$ cat config.mk
export PLATFORM = sky130hd
export DESIGN_NAME = custom_alu_branch_decoder
export DESIGN_NICKNAME = d
export VERILOG_FILES = /design/src/custom_dec_pkg.sv /design/src/branch_imm_unpack.sv /design/src/custom_alu_branch_decoder.sv
export SDC_FILE = /design/constraint.sdc
export NUM_CORES = 1
export LEC_CHECK = 0
export ABC_AREA = 1
export BUFFER_PORTS_ARGS = -buffer_cell sky130_fd_sc_hd__buf_2
export CORE_MARGIN = 2
export CORE_UTILIZATION = 35
export CTS_BUF_LIST = sky130_fd_sc_hd__clkbuf_4 sky130_fd_sc_hd__clkbuf_8
export CTS_CLUSTER_DIAMETER = 150
export CTS_CLUSTER_SIZE = 28
export DETAILED_ROUTE_END_ITERATION = 8
export PLACE_DENSITY = 0.69
export SYNTH_ARGS = -nofsm -noshare
export SYNTH_HDL_FRONTEND = slang
export SYNTH_SLANG_ARGS = --single-unit
$ cat constraint.sdc
create_clock -name sys_clk -period 1.3 [get_ports sys_clk]
set_input_delay 0.26 -clock sys_clk [delete_from_list [all_inputs] [get_ports sys_clk]]
set_output_delay 0.26 -clock sys_clk [all_outputs]
set_load 0.01 [all_outputs]
$ cat src/custom_dec_pkg.sv
package custom_dec_pkg;

  // major opcodes of the custom encodings
  localparam logic [6:0] OPC_ALU       = 7'h2B;  // general alu, 0101011
  localparam logic [6:0] OPC_NORM      = 7'h5B;  // add/sub with immediate shift, 1011011
  localparam logic [6:0] OPC_BRANCH    = 7'h0B;  // immediate branches, 0001011

  // funct3 values
  localparam logic [2:0] F3_ALU        = 3'h3;
  localparam logic [2:0] F3_NORM_ADD   = 3'h2;
  localparam logic [2:0] F3_NORM_SUB   = 3'h3;
  localparam logic [2:0] F3_BR_EQ      = 3'h6;   // equal-compare branch
  localparam logic [2:0] F3_BR_NE      = 3'h7;

  // funct7 values under the general alu opcode
  localparam logic [6:0] F7_ABS        = 7'h28;
  localparam logic [6:0] F7_SLE        = 7'h29;
  localparam logic [6:0] F7_SLEU       = 7'h2A;
  localparam logic [6:0] F7_MIN        = 7'h2B;
  localparam logic [6:0] F7_MINU       = 7'h2C;
  localparam logic [6:0] F7_MAX        = 7'h2D;
  localparam logic [6:0] F7_MAXU       = 7'h2E;
  localparam logic [6:0] F7_EXTHS      = 7'h30;
  localparam logic [6:0] F7_EXTHZ      = 7'h31;
  localparam logic [6:0] F7_EXTBS      = 7'h32;
  localparam logic [6:0] F7_EXTBZ      = 7'h33;
  localparam logic [6:0] F7_CLIP       = 7'h38;
  localparam logic [6:0] F7_CLIPU      = 7'h39;
  localparam logic [6:0] F7_CLIPR      = 7'h3A;
  localparam logic [6:0] F7_CLIPUR     = 7'h3B;
  // upper five funct7 bits of the register-shift groups; low two bits are the variant
  localparam logic [4:0] F7_ADD_REG_HI = 5'h10;
  localparam logic [4:0] F7_SUB_REG_HI = 5'h11;

  // rs2 field value demanded by single-source operations
  localparam logic [4:0] RS2_NONE      = 5'h00;

  // variant select bit meanings
  localparam int VAR_ROUND_BIT         = 1;  // set: add rounding term first
  localparam int VAR_LOGIC_BIT         = 0;  // set: logical shift, clear: arithmetic

  // decoded operation classes
  typedef enum logic [4:0] {
    op_none                  = 5'b00000,
    absolute_value_op        = 5'b00001,
    set_le_signed_op         = 5'b00010,
    set_le_unsigned_op       = 5'b00011,
    minimum_signed_op        = 5'b00100,
    minimum_unsigned_op      = 5'b00101,
    maximum_signed_op        = 5'b00110,
    maximum_unsigned_op      = 5'b00111,
    sign_extend_half_op      = 5'b01000,
    zero_extend_half_op      = 5'b01001,
    sign_extend_byte_op      = 5'b01010,
    zero_extend_byte_op      = 5'b01011,
    saturate_signed_imm_op   = 5'b01100,
    saturate_unsigned_imm_op = 5'b01101,
    saturate_signed_reg_op   = 5'b01110,
    saturate_unsigned_reg_op = 5'b01111,
    add_normalise_op         = 5'b10000,
    sub_normalise_op         = 5'b10001,
    add_regshift_op          = 5'b10010,
    sub_regshift_op          = 5'b10011,
    branch_equal_imm_op      = 5'b10100,
    branch_not_equal_imm_op  = 5'b10101
  } op_t;

endpackage

$ cat src/branch_imm_unpack.sv
`timescale 1ns/100ps

module branch_imm_unpack (
  // instruction word
  input  wire logic [31:0] instr_word,
  // unpacked immediates
  output logic      [31:0] branch_offset_imm,
  output logic      [31:0] branch_compare_imm
);

  // scattered offset bits reassembled, already shifted left by one, sign-extended
  assign branch_offset_imm  = {{19{instr_word[31]}}, instr_word[31], instr_word[7],
                               instr_word[30:25], instr_word[11:8], 1'b0};  // [RULE_10] [RULE_12]
  // signed five-bit compare value from bits 24:20
  assign branch_compare_imm = {{27{instr_word[24]}}, instr_word[24:20]};    // [RULE_12]

endmodule

$ cat src/custom_alu_branch_decoder.sv
// Operation
// [RULE_01] abs, signed and unsigned set-less-equal
// [RULE_02] signed/unsigned minimum and maximum
// [RULE_03] half-word and byte extension, rs2 zero
// [RULE_04] immediate clip with five-bit width
// [RULE_05] clip bounded by register rs2
// [RULE_06] add: variant bits 31:30, shift 29:25
// [RULE_07] subtract: same variant and shift fields
// [RULE_08] register-shift add, four variants
// [RULE_09] register-shift subtract, four variants
// [RULE_10] branch when rs1 equals compare immediate
// [RULE_11] branch when rs1 differs from immediate
// [RULE_12] branch opcode and immediate bit layout
// [RULE_13] shift right, rounding term for shift nonzero; round_en here follows the variant bit even for shift zero
// [RULE_14] register shift uses rD, rs2[4:0]
// [RULE_15] register bound clears bit 31 first
// [RULE_16] extension widths sixteen or eight bits
// [RULE_17] unmatched custom encodings flagged illegal
`timescale 1ns/100ps

module custom_alu_branch_decoder
  import custom_dec_pkg::*;
(
  // clock and reset
  input  wire logic                 sys_clk,
  input  wire logic                 arst_n,
  // instruction from fetch
  input  wire logic                 instr_valid,
  input  wire logic [31:0]          instr_word,
  // decode status
  output logic                      dec_valid,
  output logic                      custom_hit,
  output logic                      illegal_instr,
  output custom_dec_pkg::op_t       alu_op,
  // register operands
  output logic [4:0]                rs1_addr,
  output logic [4:0]                rs2_addr,
  output logic [4:0]                rd_addr,
  output logic                      rd_as_source,
  // shift, clip and extension controls
  output logic [1:0]                variant_select_field,
  output logic                      round_en,
  output logic                      arith_shift,
  output logic                      shift_from_reg,
  output logic [4:0]                shift_amount_imm,
  output logic [4:0]                clip_width_imm,
  output logic                      bound_clear_msb,
  output logic [4:0]                extend_width,
  // branch controls
  output logic                      branch_on_equal,
  output logic [31:0]               branch_offset_imm,
  output logic [31:0]               branch_compare_imm
);

  // reset synchroniser
  logic        rst_q1;          // first stage, read only by second
  logic        rst_n_sync;      // released reset for the design

  // field slices of the incoming word
  logic [6:0]  opc;
  logic [2:0]  f3;
  logic [6:0]  f7;
  logic [4:0]  rs2f;

  // next values from the decoder
  op_t         next_op;
  logic        next_custom;
  logic        next_legal;
  logic [1:0]  next_variant;
  logic        next_shift_reg;
  logic        next_rd_src;
  logic [31:0] off_c;           // unpacked branch offset
  logic [31:0] cmp_c;           // unpacked compare value

  assign opc  = instr_word[6:0];
  assign f3   = instr_word[14:12];
  assign f7   = instr_word[31:25];
  assign rs2f = instr_word[24:20];

  // two-flop release of the asynchronous reset
  always_ff @(posedge sys_clk or negedge arst_n)
  begin
    if (!arst_n)
    begin
      rst_q1     <= 1'b0;
      rst_n_sync <= 1'b0;
    end
    else
    begin
      rst_q1     <= 1'b1;
      rst_n_sync <= rst_q1;
    end
  end

  // branch immediates unpacked aside
  branch_imm_unpack u_branch_imm (
    .instr_word         (instr_word),
    .branch_offset_imm  (off_c),
    .branch_compare_imm (cmp_c)
  );

  // combinational decode of opcode, funct3 and funct7
  always_comb
  begin
    next_op        = op_none;
    next_custom    = 1'b0;
    next_legal     = 1'b0;
    next_variant   = instr_word[31:30];
    next_shift_reg = 1'b0;
    next_rd_src    = 1'b0;
    case (opc)
      OPC_ALU:
      begin
        next_custom = 1'b1;
        next_legal  = (f3 == F3_ALU);  // [RULE_17]
        case (f7)
          F7_ABS:
          begin
            next_op    = absolute_value_op;             // [RULE_01]
            next_legal = next_legal && (rs2f == RS2_NONE);  // [RULE_17]
          end
          F7_SLE:    next_op = set_le_signed_op;        // [RULE_01]
          F7_SLEU:   next_op = set_le_unsigned_op;      // [RULE_01]
          F7_MIN:    next_op = minimum_signed_op;       // [RULE_02]
          F7_MINU:   next_op = minimum_unsigned_op;     // [RULE_02]
          F7_MAX:    next_op = maximum_signed_op;       // [RULE_02]
          F7_MAXU:   next_op = maximum_unsigned_op;     // [RULE_02]
          F7_EXTHS, F7_EXTHZ, F7_EXTBS, F7_EXTBZ:
          begin
            // order: sign half, zero half, sign byte, zero byte
            next_op    = op_t'({3'b010, f7[1:0]});      // [RULE_03]
            next_legal = next_legal && (rs2f == RS2_NONE);  // [RULE_03] [RULE_17]
          end
          F7_CLIP:   next_op = saturate_signed_imm_op;    // [RULE_04]
          F7_CLIPU:  next_op = saturate_unsigned_imm_op;  // [RULE_04]
          F7_CLIPR:  next_op = saturate_signed_reg_op;    // [RULE_05]
          F7_CLIPUR: next_op = saturate_unsigned_reg_op;  // [RULE_05]
          default:
          begin
            // register-shift groups carry the variant in funct7[1:0]
            next_variant   = f7[1:0];                     // [RULE_08] [RULE_09]
            next_shift_reg = 1'b1;                        // [RULE_14]
            next_rd_src    = 1'b1;                        // [RULE_14]
            if (f7[6:2] == F7_ADD_REG_HI)
              next_op = add_regshift_op;                  // [RULE_08]
            else if (f7[6:2] == F7_SUB_REG_HI)
              next_op = sub_regshift_op;                  // [RULE_09]
            else
              next_legal = 1'b0;                          // [RULE_17]
          end
        endcase
      end
      OPC_NORM:
      begin
        // only the add and subtract funct3 values exist; anything else is cleared below
        next_custom = 1'b1;
        next_legal  = (f3 == F3_NORM_ADD) || (f3 == F3_NORM_SUB);                   // [RULE_17]
        next_op     = (f3 == F3_NORM_SUB) ? sub_normalise_op : add_normalise_op;    // [RULE_06] [RULE_07]
      end
      OPC_BRANCH:
      begin
        // equal and not-equal forms; other funct3 values are cleared below
        next_custom = 1'b1;
        next_legal  = (f3 == F3_BR_EQ) || (f3 == F3_BR_NE);                         // [RULE_12] [RULE_17]
        next_op     = (f3 == F3_BR_NE) ? branch_not_equal_imm_op : branch_equal_imm_op;  // [RULE_10] [RULE_11]
      end
      default: next_custom = 1'b0;  // not ours, left to base decode
    endcase
    if (!next_legal)
    begin
      next_op        = op_none;
      next_shift_reg = 1'b0;
      next_rd_src    = 1'b0;
    end
  end

  // valid, hit and illegal flags, one pulse per accepted word
  always_ff @(posedge sys_clk or negedge rst_n_sync)
  begin
    if (!rst_n_sync)
    begin
      dec_valid     <= 1'b0;
      custom_hit    <= 1'b0;
      illegal_instr <= 1'b0;
    end
    else
    begin
      dec_valid     <= instr_valid;
      custom_hit    <= instr_valid && next_custom;
      illegal_instr <= instr_valid && next_custom && !next_legal;  // [RULE_17]
    end
  end

  // operation and register fields, held until the next word
  always_ff @(posedge sys_clk or negedge rst_n_sync)
  begin
    if (!rst_n_sync)
    begin
      alu_op       <= op_none;
      rs1_addr     <= 5'h00;
      rs2_addr     <= 5'h00;
      rd_addr      <= 5'h00;
      rd_as_source <= 1'b0;
    end
    else if (instr_valid)
    begin
      alu_op       <= next_op;
      rs1_addr     <= instr_word[19:15];
      rs2_addr     <= rs2f;
      rd_addr      <= instr_word[11:7];
      rd_as_source <= next_rd_src;  // [RULE_14]
    end
  end

  // shift, rounding, clip and extension controls
  always_ff @(posedge sys_clk or negedge rst_n_sync)
  begin
    if (!rst_n_sync)
    begin
      variant_select_field <= 2'h0;
      round_en             <= 1'b0;
      arith_shift          <= 1'b0;
      shift_from_reg       <= 1'b0;
      shift_amount_imm     <= 5'h00;
      clip_width_imm       <= 5'h00;
      bound_clear_msb      <= 1'b0;
      extend_width         <= 5'h00;
    end
    else if (instr_valid)
    begin
      variant_select_field <= next_variant;                       // [RULE_06] [RULE_07]
      // rounding term enable follows the variant bit, also when the shift amount is zero
      round_en             <= next_variant[VAR_ROUND_BIT];        // [RULE_13]
      arith_shift          <= !next_variant[VAR_LOGIC_BIT];       // [RULE_13]
      shift_from_reg       <= next_shift_reg;                     // [RULE_14]
      shift_amount_imm     <= instr_word[29:25];                  // [RULE_06] [RULE_07]
      clip_width_imm       <= rs2f;                               // [RULE_04]
      bound_clear_msb      <= (next_op == saturate_signed_reg_op) ||
                              (next_op == saturate_unsigned_reg_op);  // [RULE_15]
      // width of the kept low part: sixteen for half, eight for byte
      extend_width         <= (next_op == sign_extend_half_op || next_op == zero_extend_half_op) ? 5'h10 :
                              (next_op == sign_extend_byte_op || next_op == zero_extend_byte_op) ? 5'h08 :
                              5'h00;                              // [RULE_16]
    end
  end

  // branch controls
  always_ff @(posedge sys_clk or negedge rst_n_sync)
  begin
    if (!rst_n_sync)
    begin
      branch_on_equal    <= 1'b0;
      branch_offset_imm  <= 32'h0000_0000;
      branch_compare_imm <= 32'h0000_0000;
    end
    else if (instr_valid)
    begin
      branch_on_equal    <= (next_op == branch_equal_imm_op);  // [RULE_10] [RULE_11]
      branch_offset_imm  <= off_c;                             // [RULE_12]
      branch_compare_imm <= cmp_c;                             // [RULE_12]
    end
  end
endmodule

==> results of run 1 <==
## layer usage
metal	vias to the layer above	wire [µm]	GRT usage (%)
met5	-	0	0
met4	0	52	3.17
met3	7	408	3.36
met2	90	3280	26.8
met1	1062	2590	19.4
li1	1206	-	-
## what timing repair did
item                                    CTS  global route
hold buffers                              1             0
gates resized for setup                  28            48
pin swaps                                10            18
endpoints found under the setup margin   57            64
endpoints found under the hold margin     2             0
setup buffers                             5             5
gates cloned                              0             0
## per-stage QoR
step,utilization [%],setup slack (ns)
4_1_cts,48.6,-0.0430
6_report,50.8,-0.0236
3_5_place_dp,45.2,-0.370
2_1_floorplan,-,-0.0459
5_1_grt,50.8,-0.106
3_3_place_gp,45.2,-0.343
## cells by family after synthesis
kind of cell    Yosys count  synth area share [%]
simple gates            171                  28.4
buf+inv                 102                  26.0
flops                    40                  39.7
compound gates           25                  5.66
other cells               2                 0.298
## worst min-delay path: cells and delay by family
kind                   cells  cell delay (ns)
AND/OR/NAND/NOR            2             0.09
buffers and inverters      1             0.07
## worst paths after layout
check                                 startpoint               endpoint  slack, ns  cells past startpoint
setup / recovery           branch_compare_imm[4]      clip_width_imm[4]      -0.02                      2
hold / removal                     instr_word[7]             rd_addr[0]       0.16                      3
setup reg to reg           branch_compare_imm[4]  branch_compare_imm[4]       0.45                      3
hold reg to reg                       rst_n_sync        extend_width[3]       0.17                      0
max in group asynchronous             rst_n_sync  branch_offset_imm[12]       0.68                      1
min in group asynchronous             rst_n_sync        extend_width[3]       0.17                      0
## cell usage in the layout, fill, tap and decap left out
cell	n
a21oi_1	3
nand2_4	6
inv_2	7
o21a_1	3
buf_8	2
clkbuf_4	1
nor3_4	1
buf_2	132
a21oi_2	1
conb_1	5
clkinv_8	1
buf_6	6
nand4_1	1
buf_4	44
dfrtp_1	37
buf_12	2
o211ai_1	1
nand2_2	14
nor2_2	10
nor2_4	6
dlygate4sd3_1	1
dfrtp_2	2
inv_4	2
nand3_1	9
inv_1	13
nor2_1	18
nand3_2	4
dfrtp_4	1
nor3_1	4
clkinvlp_4	2
o21ai_1	6
nand2_1	98
clkbuf_8	6
o21ai_2	2
o21ai_0	9
## cell type report
class                   instances  area, µm²
clock inverters                 2       15.0
inverters                      23        104
well taps                      96        120
flip-flops and latches         40       1010
multi-input cells             201       1010
clock buffers                   6       82.6
fillers                       701       3380
repair buffers                188       1150
## report_power, final
group / switching, W / internal (W) / leakage [nW]
Sequential: 0.0000596 / 0.00132 / 0.500
Combinational: 0.000463 / 0.000371 / 1.49
Clock: 0.000455 / 0.000430 / 0.0434
Total: 0.000977 / 0.00213 / 2.04
==> run summary, run 1 <==
synthesized instance count -> 340
final setup vio count -> 32
setup TNS -> -0.681 ns
status -> complete, but fails checks
Design Area, Final -> 3490 µm²
first-pass GRT wire length -> 9480 µm
Ys Warns -> 0
HP Class -> primary input to flop
vias per inst -> 4.25
Clock Path Buffers -> 2
fin crit period -> 1.32 ns
worst-path fanout max -> 15
RSZ-0062 raised after global routing -> true
Post-synth top flop -> dfrtp_1
final WL -> 6330 µm
register area share after synthesis -> 39.7%
total track usage -> 15.3%
area leader, netlist -> dfrtp_1
die area -> 7890 µm²
DRC viols -> 0
hpwl dp -> 4860 µm
CTS tree -> built
Fmax achieved -> 755 MHz
htree depth -> 2
area share of the largest cell type after synthesis -> 39.7%
TritonCTS Sinks -> 40
failing checks -> negative setup slack
Diodes inserted -> 0
Largest regs -> alu_op x5, branch_compare_imm x5, rs1_addr x5
total CTS buffers -> 5
WL/cell -> 11.4 µm
critical path arrival -> 1.06 ns
clock-pin slew on the worst setup and hold paths -> 0.09 ns
Final Non-Filler Cells -> 556
ranking of synthesized cells by area -> dfrtp_1 40%, buf_4 21%, nand2_1 17%, nor2_1 4.2%, inv_1 3.3%
largest net degree at the start of global routing -> 43
#FFs+latches synth -> 40
CP Buf/Inv Count -> 2
synthesized cell area -> 2520 µm²
count of cell types in the netlist -> 22
Avg Cell Area, Syn -> 7.41 µm²
grt total ovfl -> 0
Tcrit/Tclk final -> 102%
Worst Setup Start Kind -> flop
Hold Vio Cnt, Final -> 0
synth cell count leaders -> 113 x nand2_1, 72 x buf_4, 40 x dfrtp_1
Crit path max-delay family -> flip-flops
CP max stage delay -> 0.49 ns
IO Port Bufs -> 140
DRT antenna net count -> 0
Ports -> 145
dpl cells -> 537
Die Height -> 88.9 µm
Clock Skew -> 0.00718 ns
worst hold slack -> 0.162 ns
asr flop ratio synth -> 100%
Total Power -> 0.00310 W
initial DRC count -> 70
Chip Width -> 88.9 µm
max_cap viols -> 0
LEAKAGE -> 2.04 nW
worst vdd ir -> 523 µV
critical-path cell list -> buf_6 -> buf_2
gp weighted congestion -> 0.862
Placed Area -> 3110 µm²
critical path class -> flop to primary output
clk root buf -> clkbuf_8
crit path max-delay cell type -> dfrtp_4
most numerous cell in the Yosys netlist -> nand2_1
initial core utilization -> 36.7%
Detailed Routing Iterations Pass 1 -> 4
Area growth syn-to-layout -> 38.4%
Post-synth EDFFs -> 0
count of pins over their slew limit -> 0
Pwr Density -> 889 nW/µm²
via count -> 2365
share of cells above drive strength 1 -> 54.8%
vias in the first global route -> 2100
crit end category -> primary output
fin worst setup slack -> -0.0236 ns
nets -> 494
Core Rows -> 30
CP required -> 1.04 ns
initial antenna violation count -> 0
core area -> 6870 µm²
Clk Latency, worst-skew pair -> 0.29 ns
(Power assumes the default switching activity.)
==> run 2: changes to the inputs <==
--- a/config.mk
+++ b/config.mk
@@ -14,6 +14,7 @@
 export CTS_CLUSTER_SIZE = 28
 export DETAILED_ROUTE_END_ITERATION = 8
 export PLACE_DENSITY = 0.69
+export REMOVE_ABC_BUFFERS = 1
 export SYNTH_ARGS = -nofsm -noshare
 export SYNTH_HDL_FRONTEND = slang
 export SYNTH_SLANG_ARGS = --single-unit
==> run 2 against run 1 <==
Against the previous run:
- critical path depth increased by 11
- non-clock buffer count decreased by 1
- sequential cell count unchanged
- sequential power about the same
- total power decreased by 1.7%
- largest power group unchanged
- the run still ends with negative setup slack left
==> run summary, run 2 (synthesis gave the netlist of run 1 again) <==
dpl cells -> 537
Die Height -> 88.9 µm
worst vdd ir -> 372 µV
Core Rows -> 30
clk root buf -> clkbuf_8
vias in the first global route -> 1984
CP endpoint -> bound_clear_msb
hold path depth -> 3
R2R depth -> 3
Worst Setup Start Kind -> primary input
commonest non-fill, non-tap cells in the layout -> 130 x buf_2, 102 x nand2_1, 46 x buf_4, 38 x dfrtp_1, 21 x nor2_1
CP required -> 1.52 ns
Filler Cells Inserted -> 671
Reg2Reg Setup Slack -> 0.53 ns
Clk Latency, worst-skew pair -> 0.29 ns
met3 Use GR -> 2.43%
final setup vio count -> 3
clock-pin slew on the worst setup and hold paths -> 0.08 ns
share of cells above drive strength 1 -> 52.7%
core area -> 6870 µm²
Multi-input gate area -> 986 µm²
met1 Usage GRT -> 18.4%
Critical Path Source -> instr_word[30]
hold path startpoint -> instr_word[19]
terminus of the critical flop-to-flop path -> branch_compare_imm[4]
fin worst setup slack -> -0.0122 ns
Detailed Routing Iterations Pass 1 -> 4
Final Non-Filler Cells -> 555
Ports -> 145
Tcrit/Tclk final -> 101%
DRC viols -> 0
HP Class -> primary input to flop
Chip Width -> 88.9 µm
failing checks -> negative setup slack
met2 usage -> 24.6%
nets -> 493
TritonCTS Sinks -> 40
Hold Vio Cnt, Final -> 0
leading cell type in the layout, fill and taps excluded -> buf_2
RSZ-0062 raised after global routing -> true
initial antenna violation count -> 0
die area -> 7890 µm²
htree depth -> 2
Sequential cell area -> 1000 µm²
WL/cell -> 10.7 µm
gr busiest metal -> met2
total track usage -> 14.4%
Fmax achieved -> 762 MHz
Area growth syn-to-layout -> 35.7%
Largest regs -> alu_op x5, branch_compare_imm x5, rs1_addr x5
grt total ovfl -> 0
critical path class -> primary input to flop
hpwl dp -> 4550 µm
Clock Skew -> 0.00500 ns
initial core utilization -> 36.7%
count of pins over their slew limit -> 0
crit end category -> flop
status -> complete, but fails checks
Diodes inserted -> 0
final WL -> 5910 µm
Clock Path Buffers -> 2
largest net degree at the start of global routing -> 39
critical path arrival -> 1.53 ns
max_cap viols -> 0
IO Port Bufs -> 140
gp weighted congestion -> 0.861
initial DRC count -> 65
DRT antenna net count -> 0
worst r2r src -> branch_compare_imm[4]
CTS tree -> built
worst-path fanout max -> 8
first-pass GRT wire length -> 8910 µm
worst hold slack -> 0.177 ns
vias per inst -> 4.28
LEAKAGE -> 2.00 nW
total CTS buffers -> 5
via count -> 2375
fin crit period -> 1.31 ns
Pwr Density -> 892 nW/µm²
run 2: changes by cell type in the layout (fill, tap and decap cells not counted), moves of 3 or more:
cell,before,now
nor2_1,18,21
nand2_1,98,102
o21ai_1,6,2
o21ai_0,9,13
nor2_2,10,6
run 2: worst min-delay path by stage:
stage,to
2_1_floorplan,rst_n_sync
3_3_place_gp,rst_q1
3_5_place_dp,rst_q1
4_1_cts,rs1_addr[4]
5_1_grt,rd_addr[3]
6_report,rs1_addr[4]
run 2: area by class of cell:
| class | instances | share of cell area [%] |
|---|---|---|
| clock buffer | 6 | 2.42 |
| inverter | 23 | 2.67 |
| clock inverter | 2 | 0.439 |
| timing repair buffer | 187 | 32.8 |
| multi-input combinational | 201 | 28.8 |
| tap | 96 | 3.51 |
| sequential | 40 | 29.4 |
run 2: timing repair:
action / CTS / global route
setup endpoints to repair: 39 / 64
hold endpoints to repair: 2 / 0
pin swaps: 3 / 19
gates resized for setup: 8 / 52
cloned: 0 / 0
setup buffers: 3 / 6
hold buffers: 1 / 0
run 2: per-layer routing:
metal	wire length (µm)	up-vias
li1	-	1211
met4	74	0
met5	0	-
met3	454	9
met2	2880	120
met1	2500	1035
run 2: metrics by stage:
step	utilization, %	setup slack [ns]	power (W)	setup TNS [ns]	cell area, µm²
after floorplan	-	-1.08	0.00172	-42.68	1960
after global placement	44.8	-0.337	0.00216	-3.55	3080
after detailed placement	44.8	-0.377	0.00217	-4.27	3080
after CTS	46.9	-0.0252	0.00305	-0.0587	3220
after global routing	49.8	-0.122	0.00325	-0.730	3420
final	49.8	-0.0122	0.00305	-0.0245	3420
run 2: power by group:
part	internal (W)	total, W	switching [W]
combinational	0.000365	0.000827	0.000462
clock	0.000429	0.000848	0.000419
sequential	0.00132	0.00138	0.0000529
total	0.00212	0.00305	0.000933
run 2: worst max-delay path: stages:
cell and delay (ns):
buf_4 0.12, nand2_1 0.07, nor2_1 0.20, nand3_1 0.10, nand2_1 0.07, nand2_1 0.07
nand3_2 0.09, nand2_2 0.07, nand2_4 0.11, nand2_4 0.07, nor2_4 0.11, nand2_2 0.06
o21ai_2 0.12
==> run 3: changes to the inputs <==
--- a/config.mk
+++ b/config.mk
@@ -13,6 +13,7 @@
 export CTS_CLUSTER_DIAMETER = 150
 export CTS_CLUSTER_SIZE = 28
 export DETAILED_ROUTE_END_ITERATION = 8
+export GPL_TIMING_DRIVEN = 0
 export PLACE_DENSITY = 0.69
 export REMOVE_ABC_BUFFERS = 1
 export SYNTH_ARGS = -nofsm -noshare
==> run 3 against run 2 <==
Against the previous run:
- the run still ends with negative setup slack left
- final cell count shrank 4.9%
- die area is the same
- worst setup slack lost 0.013 ns
- via count shrank 3.9%
- combinational power shrank 5.4%
- first-iteration DRC count shrank 32%
- register-to-register slack lost 0.18 ns
- non-clock buffer count shrank 30
- critical path type unchanged
==> run summary, run 3 (synthesis gave the netlist of run 1 again) <==
Clk Latency, worst-skew pair -> 0.28 ns
Flop pwr share -> 46.7%
Detailed Routing Iterations Pass 1 -> 4
final WL -> 6360 µm
R2R depth -> 0
gp weighted congestion -> 0.814
Max Used Layer -> met4
Filler Cells Inserted -> 701
Hold Vio Cnt, Final -> 0
clock-pin slew on the worst setup and hold paths -> 0.08 ns
hold path depth -> 3
Ports -> 145
die area -> 7890 µm²
final core occ -> 47.7%
initial antenna violation count -> 0
first-pass GRT wire length -> 9260 µm
Placed Area -> 2790 µm²
Area growth syn-to-layout -> 30.0%
NetSw -> 0.000925 W
fin crit period -> 1.32 ns
WL/cell -> 12.0 µm
WL met3 -> 334 µm
hpwl dp -> 4280 µm
initial DRC count -> 44
clock share of power -> 27.2%
Relative slew margins -> 45.0%
largest net degree at the start of global routing -> 39
status -> complete, but fails checks
setup TNS -> -0.0249 ns
share of cells above drive strength 1 -> 53.2%
critical path class -> primary input to flop
Core Rows -> 30
CTS tree -> built
Total Power -> 0.00299 W
total track usage -> 15.2%
worst-path fanout max -> 8
crit end category -> flop
worst slew pin tran -> 0.825 ns
Tcrit/Tclk final -> 102%
worst vdd ir -> 378 µV
core area -> 6870 µm²
clk root buf -> clkbuf_8
Worst Setup Start Kind -> primary input
count of pins over their slew limit -> 0
Switching Share -> 30.9%
met2 WL -> 3230 µm
Design Area, Final -> 3280 µm²
critical path arrival -> 1.54 ns
Largest regs -> alu_op x5, branch_compare_imm x5, rs1_addr x5
total CTS buffers -> 5
IO Port Bufs -> 140
LEAKAGE -> 1.88 nW
Die Height -> 88.9 µm
HP Class -> primary input to flop
DRC viols -> 0
CP max stage delay -> 0.19 ns
crit path max-delay cell type -> nor2_2
internal power component -> 0.00207 W
critical-path cell list -> buf_6 -> inv_2 -> nand4_1 -> nor2_2 -> o211ai_1 -> nand2_1 -> inv_2 -> nand2_4 -> nand2_4 -> nor2_4 -> nand2_2 -> o21ai_2
Post-Route M1 WL -> 2760 µm
TritonCTS Sinks -> 40
via count -> 2282
CP required -> 1.52 ns
vias in the first global route -> 1960
initial core utilization -> 36.7%
vias per inst -> 4.32
RSZ-0062 raised after global routing -> true
Fmax achieved -> 755 MHz
leading cell type in the layout, fill and taps excluded -> buf_2
commonest non-fill, non-tap cells in the layout -> 132 x buf_2, 98 x nand2_1, 37 x dfrtp_1, 18 x nor2_1, 16 x buf_4
DRT antenna net count -> 0
final setup vio count -> 1
Clock Skew -> 0.00440 ns
Diodes inserted -> 0
fin worst setup slack -> -0.0249 ns
nets -> 466
failing checks -> negative setup slack
Chip Width -> 88.9 µm
Pwr Density -> 913 nW/µm²
Clock Path Buffers -> 2
combinational power share -> 26.2%
htree depth -> 2
max_cap viols -> 0
grt total ovfl -> 0
## run 3: through the flow
step	hold WS (ns)	setup slack (ns)	cells
final	0.182	-0.0249	528
after CTS	0.171	-0.00220	519
after global routing	0.178	-0.132	528
after global placement	0.0456	-0.767	500
after floorplan	-0.0356	-1.08	264
after detailed placement	0.0451	-0.783	500
## run 3: timing repair
action	CTS	global route
pin swaps	2	23
buffers inserted	7	9
setup endpoints to repair	86	43
hold endpoints to repair	2	0
gates cloned	3	0
resized for setup	19	74
hold buffers	1	0
## run 3: area by class of cell
cell class	count	area [µm²]	share of cell area, %
multi-input combinational	201	1050	31.9
sequential	40	1000	30.7
timing repair buffer	157	886	27.0
tap	96	120	3.67
inverter	23	108	3.28
clock buffer	7	83.8	2.56
timing repair inverter	3	22.5	0.688
clock inverter	1	5.00	0.153
## run 3: critical path, delay by kind of cell
kind	cells	cell delay [ns]
buffers and inverters	3	0.17
and+or+nand+nor	7	0.89
AOI/OAI and AO/OA	2	0.22
## run 3: power groups by stage
stage                     logic (W)  registers, W  clock network (W)
after floorplan            0.000142       0.00158                  0
after CTS                  0.000709       0.00141           0.000845
after global routing       0.000863       0.00141           0.000892
after global placement     0.000648       0.00144                  0
final                      0.000782       0.00140           0.000812
after detailed placement   0.000654       0.00145                  0
## run 3: worst paths after layout
path                                     start                     to  slack (ns)
min in group asynchronous               arst_n             rst_n_sync        0.28
worst max register to register      rst_n_sync  branch_offset_imm[12]        0.35
worst min-delay path            instr_word[16]            rs1_addr[1]        0.18
max in group asynchronous           rst_n_sync  branch_offset_imm[12]        0.35
worst min register to register          rst_q1             rst_n_sync        0.36
worst max-delay path             instr_word[2]        bound_clear_msb       -0.02
## run 3: per-layer routing
metal / GRT usage [%] / up-vias
met5: 0 / -
met4: 3.86 / 0
met3: 2.52 / 2
met2: 27.1 / 90
met1: 18.9 / 1039
li1: - / 1151
